$ cat config.mk
export PLATFORM = sky130hd
export DESIGN_NAME = pbmc_ctrl
export DESIGN_NICKNAME = d
export VERILOG_FILES = /design/src/pbmc_blinker.v /design/src/pbmc_ctrl.v
export VERILOG_INCLUDE_DIRS = /design/src
export SDC_FILE = /design/constraint.sdc
export NUM_CORES = 1
export LEC_CHECK = 0
export BUFFER_PORTS_ARGS = -buffer_cell sky130_fd_sc_hd__buf_2
export CORE_MARGIN = 1
export CORE_UTILIZATION = 55
export DETAILED_ROUTE_END_ITERATION = 7
export PLACE_DENSITY = 0.72
export SLEW_MARGIN = 25
export SYNTH_ARGS = -nofsm -noshare
export SYNTH_HDL_FRONTEND = slang
export SYNTH_HIERARCHICAL = 1
export SYNTH_SLANG_ARGS = --single-unit
$ cat constraint.sdc
create_clock -name sys_clk_i -period 9 [get_ports sys_clk_i]
set_clock_uncertainty 0.15 [all_clocks]
set_input_delay 0.45 -clock sys_clk_i [delete_from_list [all_inputs] [get_ports sys_clk_i]]
set_output_delay 0.45 -clock sys_clk_i [all_outputs]
set_load 0.02 [all_outputs]
$ cat src/pbmc_consts.vh
/*
 constants for the push-button message control block: timing figures,
 blink counts, state codes and indication selectors.
 assumes a 20 MHz system clock and inclusion by the design files only.
*/
// Summary of operation
// - a play pulse plays the message at the pointer, stopping at its end
// - another play pulse stops edge playback; pointer stays at that message start
// - led flashes during edge playback and goes off when it ends
// - held play loops messages, stepping forward after each, led flashing
// - releasing held play finishes the message and keeps pointer at its start
// - without clips, step blinks once with period one, twice after last message
// - with clips, step plays clip one, or clip two after last; clip length
// - play is ignored while record, erase or forward is busy
// - forward pulse advances the pointer, wrapping from last to first
// - idle forward not at last: advance, one blink or clip one
// - idle forward at last: wrap to first, two blinks or clip two
// - forward during play halts, steps, indicates, then plays new message
// - forward is ignored while erase or record is busy
// - short erase removes a message only when it is first or last
// - allowed erase deletes, two blinks or clip two, pointer to new end
// - refused erase deletes nothing, three blinks or clip three
// - erase during playback stops it, then acts as allowed or refused erase
// - erase held over 2.5 s starts global erase, clips kept
// - without clips, seven blinks; release within first three abandons
// - with clips, clip one three times; release before third abandons
// - still held after warning: erase all, then clip four with flashing if clip four is present
// - erase ignored during record or forward; during play deletes first/last
// - no button command is taken while an indication is running
`ifndef PBMC_CONSTS_VH
`define PBMC_CONSTS_VH

`define PBMC_CLK_KHZ 20000
`define PBMC_HOLD_MS 2500
`define PBMC_FLASH_MS 100
`define PBMC_PLAIN_ONE_MS 300
`define PBMC_PLAIN_TWO_MS 300
`define PBMC_PLAIN_THREE_MS 300
`define PBMC_PLAIN_FOUR_MS 500

`define PBMC_CNT_W 26
`define PBMC_ONE_BLINK 3'h1
`define PBMC_TWO_BLINKS 3'h2
`define PBMC_THREE_BLINKS 3'h3
`define PBMC_FOUR_BLINKS 3'h4

`define PBMC_SEL_ONE 2'h0
`define PBMC_SEL_TWO 2'h1
`define PBMC_SEL_THREE 2'h2
`define PBMC_SEL_FOUR 2'h3

`define PBMC_ST_IDLE 3'h0
`define PBMC_ST_PLAY 3'h1
`define PBMC_ST_IND 3'h2
`define PBMC_ST_EWAIT 3'h3
`define PBMC_ST_GHOLD 3'h4
`define PBMC_ST_WARN 3'h5
`define PBMC_ST_GERASE 3'h6

`endif

$ cat src/pbmc_blinker.v
/*
 led blink sequencer: a burst of plain blinks of a given period, or a
 flashing led that lasts until the sound clip reports its end.
 assumes start_i is a one-cycle pulse and flash_tick_i a one-cycle enable.
*/
`timescale 1ns/1ps
`include "pbmc_consts.vh"

module pbmc_blinker
(
   // clock and reset
   input wire sys_clk_i,
   input wire rst_n_i,
   // request
   input wire start_i,
   input wire [2:0] count_i,
   input wire [`PBMC_CNT_W-1:0] period_i,
   input wire clip_mode_i,
   input wire clip_done_i,
   input wire flash_tick_i,
   // result
   output wire led_o,
   output wire done_o
);

reg run_ff;
reg clip_ff;
reg led_ff;
reg done_ff;
reg [2:0] left_ff;
reg [`PBMC_CNT_W-1:0] per_ff;
reg [`PBMC_CNT_W-1:0] cnt_ff;

assign led_o = led_ff;
assign done_o = done_ff;

always @(posedge sys_clk_i)
begin
   if (!rst_n_i)
   begin
      run_ff <= 1'b0;
      clip_ff <= 1'b0;
      led_ff <= 1'b0;
      done_ff <= 1'b0;
      left_ff <= 3'h0;
      per_ff <= {`PBMC_CNT_W{1'b0}};
      cnt_ff <= {`PBMC_CNT_W{1'b0}};
   end
   else
   begin
      done_ff <= 1'b0;
      if (start_i)
      begin
         run_ff <= 1'b1;
         clip_ff <= clip_mode_i;
         left_ff <= count_i;
         per_ff <= period_i;
         cnt_ff <= {`PBMC_CNT_W{1'b0}};
         led_ff <= 1'b1;
      end
      else if (run_ff && clip_ff)
      begin
         // blink length follows the recorded clip
         if (clip_done_i)
         begin
            run_ff <= 1'b0;
            led_ff <= 1'b0;
            done_ff <= 1'b1;
         end
         else if (flash_tick_i)
            led_ff <= ~led_ff;
      end
      else if (run_ff)
      begin
         if (cnt_ff == per_ff - 1'b1)
         begin
            cnt_ff <= {`PBMC_CNT_W{1'b0}};
            if (left_ff == `PBMC_ONE_BLINK)
            begin
               run_ff <= 1'b0;
               led_ff <= 1'b0;
               done_ff <= 1'b1;
            end
            else
            begin
               left_ff <= left_ff - 1'b1;
               led_ff <= 1'b1;
            end
         end
         else
         begin
            cnt_ff <= cnt_ff + 1'b1;
            if (cnt_ff == (per_ff >> 1))
               led_ff <= 1'b0;
         end
      end
   end
end

endmodule // pbmc_blinker

$ cat src/pbmc_ctrl.v
/*
 push-button message control: play, forward, single and global erase
 commands, led patterns and sound clip requests.
 assumes debounced active-low buttons from pins and a memory manager that
 plays, steps, erases, moves the pointer and reports first/last flags.
*/
`timescale 1ns/1ps
`include "pbmc_consts.vh"

module pbmc_ctrl #(
   parameter HOLD_CYC = `PBMC_HOLD_MS * `PBMC_CLK_KHZ,
   parameter FLASH_CYC = `PBMC_FLASH_MS * `PBMC_CLK_KHZ,
   parameter PLAIN_ONE_CYC = `PBMC_PLAIN_ONE_MS * `PBMC_CLK_KHZ,
   parameter PLAIN_TWO_CYC = PLAIN_ONE_CYC * `PBMC_PLAIN_TWO_MS / `PBMC_PLAIN_ONE_MS,
   parameter PLAIN_THREE_CYC = `PBMC_PLAIN_THREE_MS * `PBMC_CLK_KHZ,
   parameter PLAIN_FOUR_CYC = `PBMC_PLAIN_FOUR_MS * `PBMC_CLK_KHZ
)
(
   // clock and reset
   input wire sys_clk_i,
   input wire rst_n_i,
   // buttons, active low, debounced
   input wire play_button_n_i,
   input wire forward_button_n_i,
   input wire erase_button_n_i,
   // memory manager status
   input wire record_busy_i,
   input wire msg_first_i,
   input wire msg_last_i,
   input wire play_done_i,
   input wire erase_done_i,
   input wire [3:0] clip_present_i,
   input wire clip_done_i,
   // memory manager commands
   output reg play_start_o,
   output reg play_stop_o,
   output reg ptr_fwd_o,
   output reg erase_msg_o,
   output reg erase_all_o,
   output reg clip_play_o,
   output reg [1:0] clip_sel_o,
   // indication
   output wire led_o,
   output wire busy_o
);

localparam [`PBMC_CNT_W-1:0] HOLD_C = HOLD_CYC[`PBMC_CNT_W-1:0];
localparam [`PBMC_CNT_W-1:0] FLASH_C = FLASH_CYC[`PBMC_CNT_W-1:0];
localparam [`PBMC_CNT_W-1:0] P1_C = PLAIN_ONE_CYC[`PBMC_CNT_W-1:0];
localparam [`PBMC_CNT_W-1:0] P2_C = PLAIN_TWO_CYC[`PBMC_CNT_W-1:0];
localparam [`PBMC_CNT_W-1:0] P3_C = PLAIN_THREE_CYC[`PBMC_CNT_W-1:0];
localparam [`PBMC_CNT_W-1:0] P4_C = PLAIN_FOUR_CYC[`PBMC_CNT_W-1:0];

// button synchronisers and edge history
reg [2:0] btn_s1_ff;
reg [2:0] btn_s2_ff;
reg [2:0] btn_prev_ff;
wire play_low = ~btn_s2_ff[0];
wire fwd_low = ~btn_s2_ff[1];
wire erase_low = ~btn_s2_ff[2];
wire play_fall = btn_prev_ff[0] & ~btn_s2_ff[0];
wire fwd_fall = btn_prev_ff[1] & ~btn_s2_ff[1];
wire erase_fall = btn_prev_ff[2] & ~btn_s2_ff[2];

reg [2:0] state_ff;
reg [2:0] nxt_state;
reg [2:0] ret_ff;
reg [2:0] nxt_ret;
reg [1:0] ind_sel_ff;
reg [1:0] nxt_ind_sel;
reg [2:0] ind_cnt_ff;
reg [2:0] nxt_ind_cnt;
reg ind_go_ff;
reg nxt_ind_go;
reg [1:0] warn_ff;
reg [1:0] nxt_warn;
reg [`PBMC_CNT_W-1:0] hold_cnt_ff;
reg [`PBMC_CNT_W-1:0] flash_cnt_ff;
reg flash_led_ff;
reg nxt_play_start;
reg nxt_play_stop;
reg nxt_ptr_fwd;
reg nxt_erase_msg;
reg nxt_erase_all;
reg nxt_clip_play;

wire flash_tick = (flash_cnt_ff == FLASH_C - 1'b1);
wire hold_reached = (hold_cnt_ff >= HOLD_C);
wire clips_on = clip_present_i[`PBMC_SEL_ONE];
wire blk_led;
wire blk_done;
reg [`PBMC_CNT_W-1:0] ind_per;

always @*
begin
   case (ind_sel_ff)
      `PBMC_SEL_ONE: ind_per = P1_C;
      `PBMC_SEL_TWO: ind_per = P2_C;
      `PBMC_SEL_THREE: ind_per = P3_C;
      default: ind_per = P4_C;
   endcase
end

pbmc_blinker u_blinker
(
   .sys_clk_i(sys_clk_i),
   .rst_n_i(rst_n_i),
   .start_i(ind_go_ff),
   .count_i(ind_cnt_ff),
   .period_i(ind_per),
   .clip_mode_i(clip_present_i[ind_sel_ff]),
   .clip_done_i(clip_done_i),
   .flash_tick_i(flash_tick),
   .led_o(blk_led),
   .done_o(blk_done)
);

// led flashes while playing; indications drive it otherwise
assign led_o = (state_ff == `PBMC_ST_PLAY) ? flash_led_ff :
               (state_ff == `PBMC_ST_IND || state_ff == `PBMC_ST_WARN) ? blk_led : 1'b0;
assign busy_o = (state_ff != `PBMC_ST_IDLE);

always @*
begin
   nxt_state = state_ff;
   nxt_ret = ret_ff;
   nxt_ind_sel = ind_sel_ff;
   nxt_ind_cnt = ind_cnt_ff;
   nxt_ind_go = 1'b0;
   nxt_warn = warn_ff;
   nxt_play_start = 1'b0;
   nxt_play_stop = 1'b0;
   nxt_ptr_fwd = 1'b0;
   nxt_erase_msg = 1'b0;
   nxt_erase_all = 1'b0;
   nxt_clip_play = 1'b0;
   case (state_ff)
      `PBMC_ST_IDLE:
      begin
         if (record_busy_i)
            nxt_state = `PBMC_ST_IDLE;
         else if (erase_fall)
         begin
            if (msg_first_i || msg_last_i)
            begin
               nxt_erase_msg = 1'b1;
               nxt_state = `PBMC_ST_EWAIT;
            end
            else
            begin
               nxt_ind_sel = `PBMC_SEL_THREE;
               nxt_ind_cnt = `PBMC_THREE_BLINKS;
               nxt_ind_go = 1'b1;
               nxt_ret = `PBMC_ST_GHOLD;
               nxt_state = `PBMC_ST_IND;
            end
         end
         else if (fwd_fall)
         begin
            nxt_ptr_fwd = 1'b1;
            nxt_ind_sel = msg_last_i ? `PBMC_SEL_TWO : `PBMC_SEL_ONE;
            nxt_ind_cnt = msg_last_i ? `PBMC_TWO_BLINKS : `PBMC_ONE_BLINK;
            nxt_ind_go = 1'b1;
            nxt_ret = `PBMC_ST_IDLE;
            nxt_state = `PBMC_ST_IND;
         end
         else if (play_fall)
         begin
            nxt_play_start = 1'b1;
            nxt_state = `PBMC_ST_PLAY;
         end
      end
      `PBMC_ST_PLAY:
      begin
         if (erase_fall)
         begin
            nxt_play_stop = 1'b1;
            if (msg_first_i || msg_last_i)
            begin
               nxt_erase_msg = 1'b1;
               nxt_state = `PBMC_ST_EWAIT;
            end
            else
            begin
               nxt_ind_sel = `PBMC_SEL_THREE;
               nxt_ind_cnt = `PBMC_THREE_BLINKS;
               nxt_ind_go = 1'b1;
               nxt_ret = `PBMC_ST_GHOLD;
               nxt_state = `PBMC_ST_IND;
            end
         end
         else if (fwd_fall)
         begin
            nxt_play_stop = 1'b1;
            nxt_ptr_fwd = 1'b1;
            nxt_ind_sel = msg_last_i ? `PBMC_SEL_TWO : `PBMC_SEL_ONE;
            nxt_ind_cnt = msg_last_i ? `PBMC_TWO_BLINKS : `PBMC_ONE_BLINK;
            nxt_ind_go = 1'b1;
            nxt_ret = `PBMC_ST_PLAY;
            nxt_state = `PBMC_ST_IND;
         end
         else if (play_fall)
         begin
            nxt_play_stop = 1'b1;
            nxt_state = `PBMC_ST_IDLE;
         end
         else if (play_done_i)
         begin
            if (play_low)
            begin
               nxt_ptr_fwd = 1'b1;
               nxt_ind_sel = msg_last_i ? `PBMC_SEL_TWO : `PBMC_SEL_ONE;
               nxt_ind_cnt = msg_last_i ? `PBMC_TWO_BLINKS : `PBMC_ONE_BLINK;
               nxt_ind_go = 1'b1;
               nxt_ret = `PBMC_ST_PLAY;
               nxt_state = `PBMC_ST_IND;
            end
            else
               nxt_state = `PBMC_ST_IDLE;
         end
      end
      `PBMC_ST_IND:
      begin
         // buttons are not looked at until the indication ends
         if (blk_done)
         begin
            nxt_state = ret_ff;
            if (ret_ff == `PBMC_ST_PLAY)
               nxt_play_start = 1'b1;
         end
      end
      `PBMC_ST_EWAIT:
      begin
         if (erase_done_i)
         begin
            nxt_ind_sel = `PBMC_SEL_TWO;
            nxt_ind_cnt = `PBMC_TWO_BLINKS;
            nxt_ind_go = 1'b1;
            nxt_ret = `PBMC_ST_GHOLD;
            nxt_state = `PBMC_ST_IND;
         end
      end
      `PBMC_ST_GHOLD:
      begin
         if (!erase_low)
            nxt_state = `PBMC_ST_IDLE;
         else if (hold_reached)
         begin
            nxt_warn = 2'h0;
            nxt_ind_sel = `PBMC_SEL_ONE;
            nxt_ind_cnt = clips_on ? `PBMC_ONE_BLINK : `PBMC_THREE_BLINKS;
            nxt_ind_go = 1'b1;
            nxt_state = `PBMC_ST_WARN;
         end
      end
      `PBMC_ST_WARN:
      begin
         if (clips_on && blk_done)
         begin
            if (warn_ff == 2'h2)
            begin
               nxt_erase_all = 1'b1;
               nxt_state = `PBMC_ST_GERASE;
            end
            else if (!erase_low)
               nxt_state = `PBMC_ST_IDLE;
            else
            begin
               nxt_warn = warn_ff + 1'b1;
               nxt_ind_go = 1'b1;
            end
         end
         else if (blk_done)
         begin
            if (warn_ff != 2'h0)
            begin
               nxt_erase_all = 1'b1;
               nxt_state = `PBMC_ST_GERASE;
            end
            else if (!erase_low)
               nxt_state = `PBMC_ST_IDLE;
            else
            begin
               nxt_warn = 2'h1;
               nxt_ind_sel = `PBMC_SEL_FOUR;
               nxt_ind_cnt = `PBMC_FOUR_BLINKS;
               nxt_ind_go = 1'b1;
            end
         end
      end
      `PBMC_ST_GERASE:
      begin
         if (erase_done_i)
         begin
            if (clip_present_i[`PBMC_SEL_FOUR])
            begin
               nxt_ind_sel = `PBMC_SEL_FOUR;
               nxt_ind_cnt = `PBMC_FOUR_BLINKS;
               nxt_ind_go = 1'b1;
               nxt_ret = `PBMC_ST_IDLE;
               nxt_state = `PBMC_ST_IND;
            end
            else
               nxt_state = `PBMC_ST_IDLE;
         end
      end
      default:
         nxt_state = `PBMC_ST_IDLE;
   endcase
   // a clip accompanies each indication whose clip is programmed
   if (nxt_ind_go && clip_present_i[nxt_ind_sel])
      nxt_clip_play = 1'b1;
end

always @(posedge sys_clk_i)
begin
   if (!rst_n_i)
   begin
      btn_s1_ff <= 3'h7;
      btn_s2_ff <= 3'h7;
      btn_prev_ff <= 3'h7;
      state_ff <= `PBMC_ST_IDLE;
      ret_ff <= `PBMC_ST_IDLE;
      ind_sel_ff <= `PBMC_SEL_ONE;
      ind_cnt_ff <= `PBMC_ONE_BLINK;
      ind_go_ff <= 1'b0;
      warn_ff <= 2'h0;
      hold_cnt_ff <= {`PBMC_CNT_W{1'b0}};
      flash_cnt_ff <= {`PBMC_CNT_W{1'b0}};
      flash_led_ff <= 1'b0;
      play_start_o <= 1'b0;
      play_stop_o <= 1'b0;
      ptr_fwd_o <= 1'b0;
      erase_msg_o <= 1'b0;
      erase_all_o <= 1'b0;
      clip_play_o <= 1'b0;
      clip_sel_o <= `PBMC_SEL_ONE;
   end
   else
   begin
      btn_s1_ff <= {erase_button_n_i, forward_button_n_i, play_button_n_i};
      btn_s2_ff <= btn_s1_ff;
      btn_prev_ff <= btn_s2_ff;
      state_ff <= nxt_state;
      ret_ff <= nxt_ret;
      ind_sel_ff <= nxt_ind_sel;
      ind_cnt_ff <= nxt_ind_cnt;
      ind_go_ff <= nxt_ind_go;
      warn_ff <= nxt_warn;
      // continuous-hold timer for global erase, saturating
      if (!erase_low)
         hold_cnt_ff <= {`PBMC_CNT_W{1'b0}};
      else if (!hold_reached)
         hold_cnt_ff <= hold_cnt_ff + 1'b1;
      if (flash_tick)
      begin
         flash_cnt_ff <= {`PBMC_CNT_W{1'b0}};
         flash_led_ff <= ~flash_led_ff;
      end
      else
         flash_cnt_ff <= flash_cnt_ff + 1'b1;
      play_start_o <= nxt_play_start;
      play_stop_o <= nxt_play_stop;
      ptr_fwd_o <= nxt_ptr_fwd;
      erase_msg_o <= nxt_erase_msg;
      erase_all_o <= nxt_erase_all;
      clip_play_o <= nxt_clip_play;
      if (nxt_ind_go)
         clip_sel_o <= nxt_ind_sel;
   end
end

endmodule // pbmc_ctrl

==> flow_summary.toml <==
[sta]
grt_setup_unrepaired = "false"
worst_pin_slew_ps = 933
max_freq_mhz = 246
drv_slew = 0
period_minus_slack_ps = 4060
period_share = 0.451
hold_viol_final = 0
setup_violations = 0
tns_ps = 0
holdWs_ps = 56.7
relSlewSlack = 0.377

[place]
gp_congestion = 0.939
io_buffers = 24
placedInstanceArea_mm2 = 0.00827
dp_hpwl_mm = 12.4

[clock_network]
cts_tree = "done"
clk_pin_slew_ps = 60
post_cts_buffers = 0
root_buffer = "clkbuf_16"
cts.sinks = 143
cts_buffer_depth = 2
clock_latency_ps = 420
cts_max_level = 4
cts_inserted_buffers = 17
ctsResizeCount = 0
hold_buffers = 0

[flow_run]
maxCapViolCount = 0

[synth]
yosys-top-cells-area = "dfxtp_1 (35%), xnor2_1 (8.5%), nor2_1 (6.9%)"
synth_flop_cell = "dfxtp_1"
synth_seq_area_share = 0.351
yosysTopAreaCell = "dfxtp_1"
synth_area_mm2 = 0.00816
ys_warn_count = 6
async_flop_share = 0
synth.avg_cell_area_um2 = 8.19
synth-edff-count = 0
syn_inst = 997
synth_top_area_share = 0.351
ys_types = 82
ys_ff_latch = 143

[floorplan]
die_h_um = 124
dieArea_mm2 = 0.0153
rows = 44
die_w_um = 124
coreArea_mm2 = 0.0145
pin_count = 25
initial_core_util = 0.562

[global_routing]
grt_pass1_wl_mm = 29.3
antenna_found_initial = 0
grt-ovfl-total = 0
grt_max_degree = 45
track_usage = 0.242
grt_pass1_vias = 6058

[route]
via_per_inst = 5.64
vias = 6691
avgRoutedWirePerCell_um = 14.8
drt_wl_total_mm = 17.5
drc = 0
postRouteAntennaNets = 0
drtIter0Drc = 440
first_pass_iters = 5

[critical_path]
crit_path_start_kind = "flip-flop"
worstPathArrival_ps = 4190
path_depth = 10
cp_top_family = "simple AND/OR/NAND/NOR gates"
cpPeakStageDelay_ps = 600
path_buf_inv = 1
crit_chain = "inv_1 -> ha_1 -> or3b_2 -> or4_1 -> o31ai_4 -> nand3_1 -> or4b_1 -> or3_1 -> o21ai_4 -> nor2_1"
rr_worst_depth = 10
slowest_stage = "o21ai_4"
worstPathMaxFanout = 25
endpoint_kind = "flip-flop"
cp.required_ps = 9120
path_class = "reg2reg"

[status]
status = "finished, final reports clean"

[final_layout]
drive_above_1_share = 0.0877
utilization = 0.610
nets = 1015
layout_common_cells = "nor2_1 (149), dfxtp_1 (142), xnor2_1 (79), nand2_1 (68), xor2_1 (51)"
area_growth_pct = 8.66
final_common_cell = "nor2_1"
finalInstanceArea_mm2 = 0.00887
antenna_cells = 0

[power]
max-vdd-ir-drop_v = 0.000142
pwr_density_cell_mw_per_mm2 = 185
finalPower_mw = 1.64
power_leakage_nw = 3.19

[hold_path]
holdCritPathClass = "in2reg"
hold_depth = 2
per-layer routing:
layer  share of wire  track usage  wire (um)  up-vias
li1                -            -          -     3405
met1            0.49        0.349       8610     3085
met2            0.43        0.351       7610      165
met3           0.055       0.0513        966       36
met4           0.020       0.0919        359        0
met5               0            0          0        -
state kept, by name, indices dropped and copies added (netlist names), 2 cells and up:
name and cells:
ind_sel_ff 2, btn_s2_ff 3, clip_sel_o 2, u_blinker/cnt_ff 26, btn_s1_ff 3, hold_cnt_ff 26
ind_cnt_ff 3, ret_ff 3, state_ff 3, warn_ff 2, flash_cnt_ff 26, u_blinker/per_ff 26
u_blinker/left_ff 3, btn_prev_ff 3
worst paths after layout:
check,startpoint,slack (ps),endpoint
min reg2reg,btn_s1_ff[1]$_SDFF_PN1_,260,btn_s2_ff[1]$_SDFF_PN1_
min,play_button_n_i,60,btn_s1_ff[0]$_SDFF_PN1_
max,u_blinker/per_ff[0]$_SDFFE_PN0P_,4940,u_blinker/cnt_ff[15]$_SDFFE_PP0P_
max reg2reg,u_blinker/per_ff[0]$_SDFFE_PN0P_,4940,u_blinker/cnt_ff[15]$_SDFFE_PP0P_
area by class of cell:
type | count | area [um^2]
clock buffers | 20 | 447
clock inverters | 11 | 140
fillers | 1311 | 5660
inverters | 28 | 105
multi-input cells | 774 | 4940
flip-flops and latches | 143 | 2870
well taps | 184 | 230
repair buffers | 27 | 143
metrics by stage:
stage | std cells | worst slack, ps
floorplan | 1013 | 5330
global placement | 1156 | 4770
detailed placement | 1156 | 4700
CTS | 1187 | 4660
global route | 1187 | 4700
finish | 1187 | 4940
synthesized netlist by cell type (4+ instances only):
master      n
nor2_1    149
dfxtp_1   143
xnor2_1    79
nand2_1    68
xor2_1     51
nand3_1    43
clkbuf_1   40
mux2i_1    36
nor2b_1    35
a21oi_1    29
nand4_1    28
inv_1      27
nor3_1     26
o21ai_0    22
and3_1     20
nand2b_1   15
buf_2      11
nor4_1     11
or3_1      10
ha_1        9
or4_1       9
a31oi_1     8
and4_1      8
buf_4       7
o211ai_1    7
a211oi_1    6
and2_1      5
buf_1       5
o31ai_1     5
a311oi_1    4
buf_6       4
or2_2       4
cell families after synthesis:
logic type,Yosys count,synth area share
AOI/OAI and AO/OA,118,0.102
DFF,143,0.351
xor gates and xnor gates,130,0.139
adders and majority gates,9,0.0138
buffers and inverters,96,0.0529
and+or+nand+nor,461,0.292
other,2,0.000920
muxes,38,0.0483
power breakdown:
group / switching (mW) / internal [mW]
logic: 0.151 / 0.0983
clock network: 0.266 / 0.440
registers: 0.0326 / 0.651
total: 0.450 / 1.19
Power figures use the tool's default switching activity.
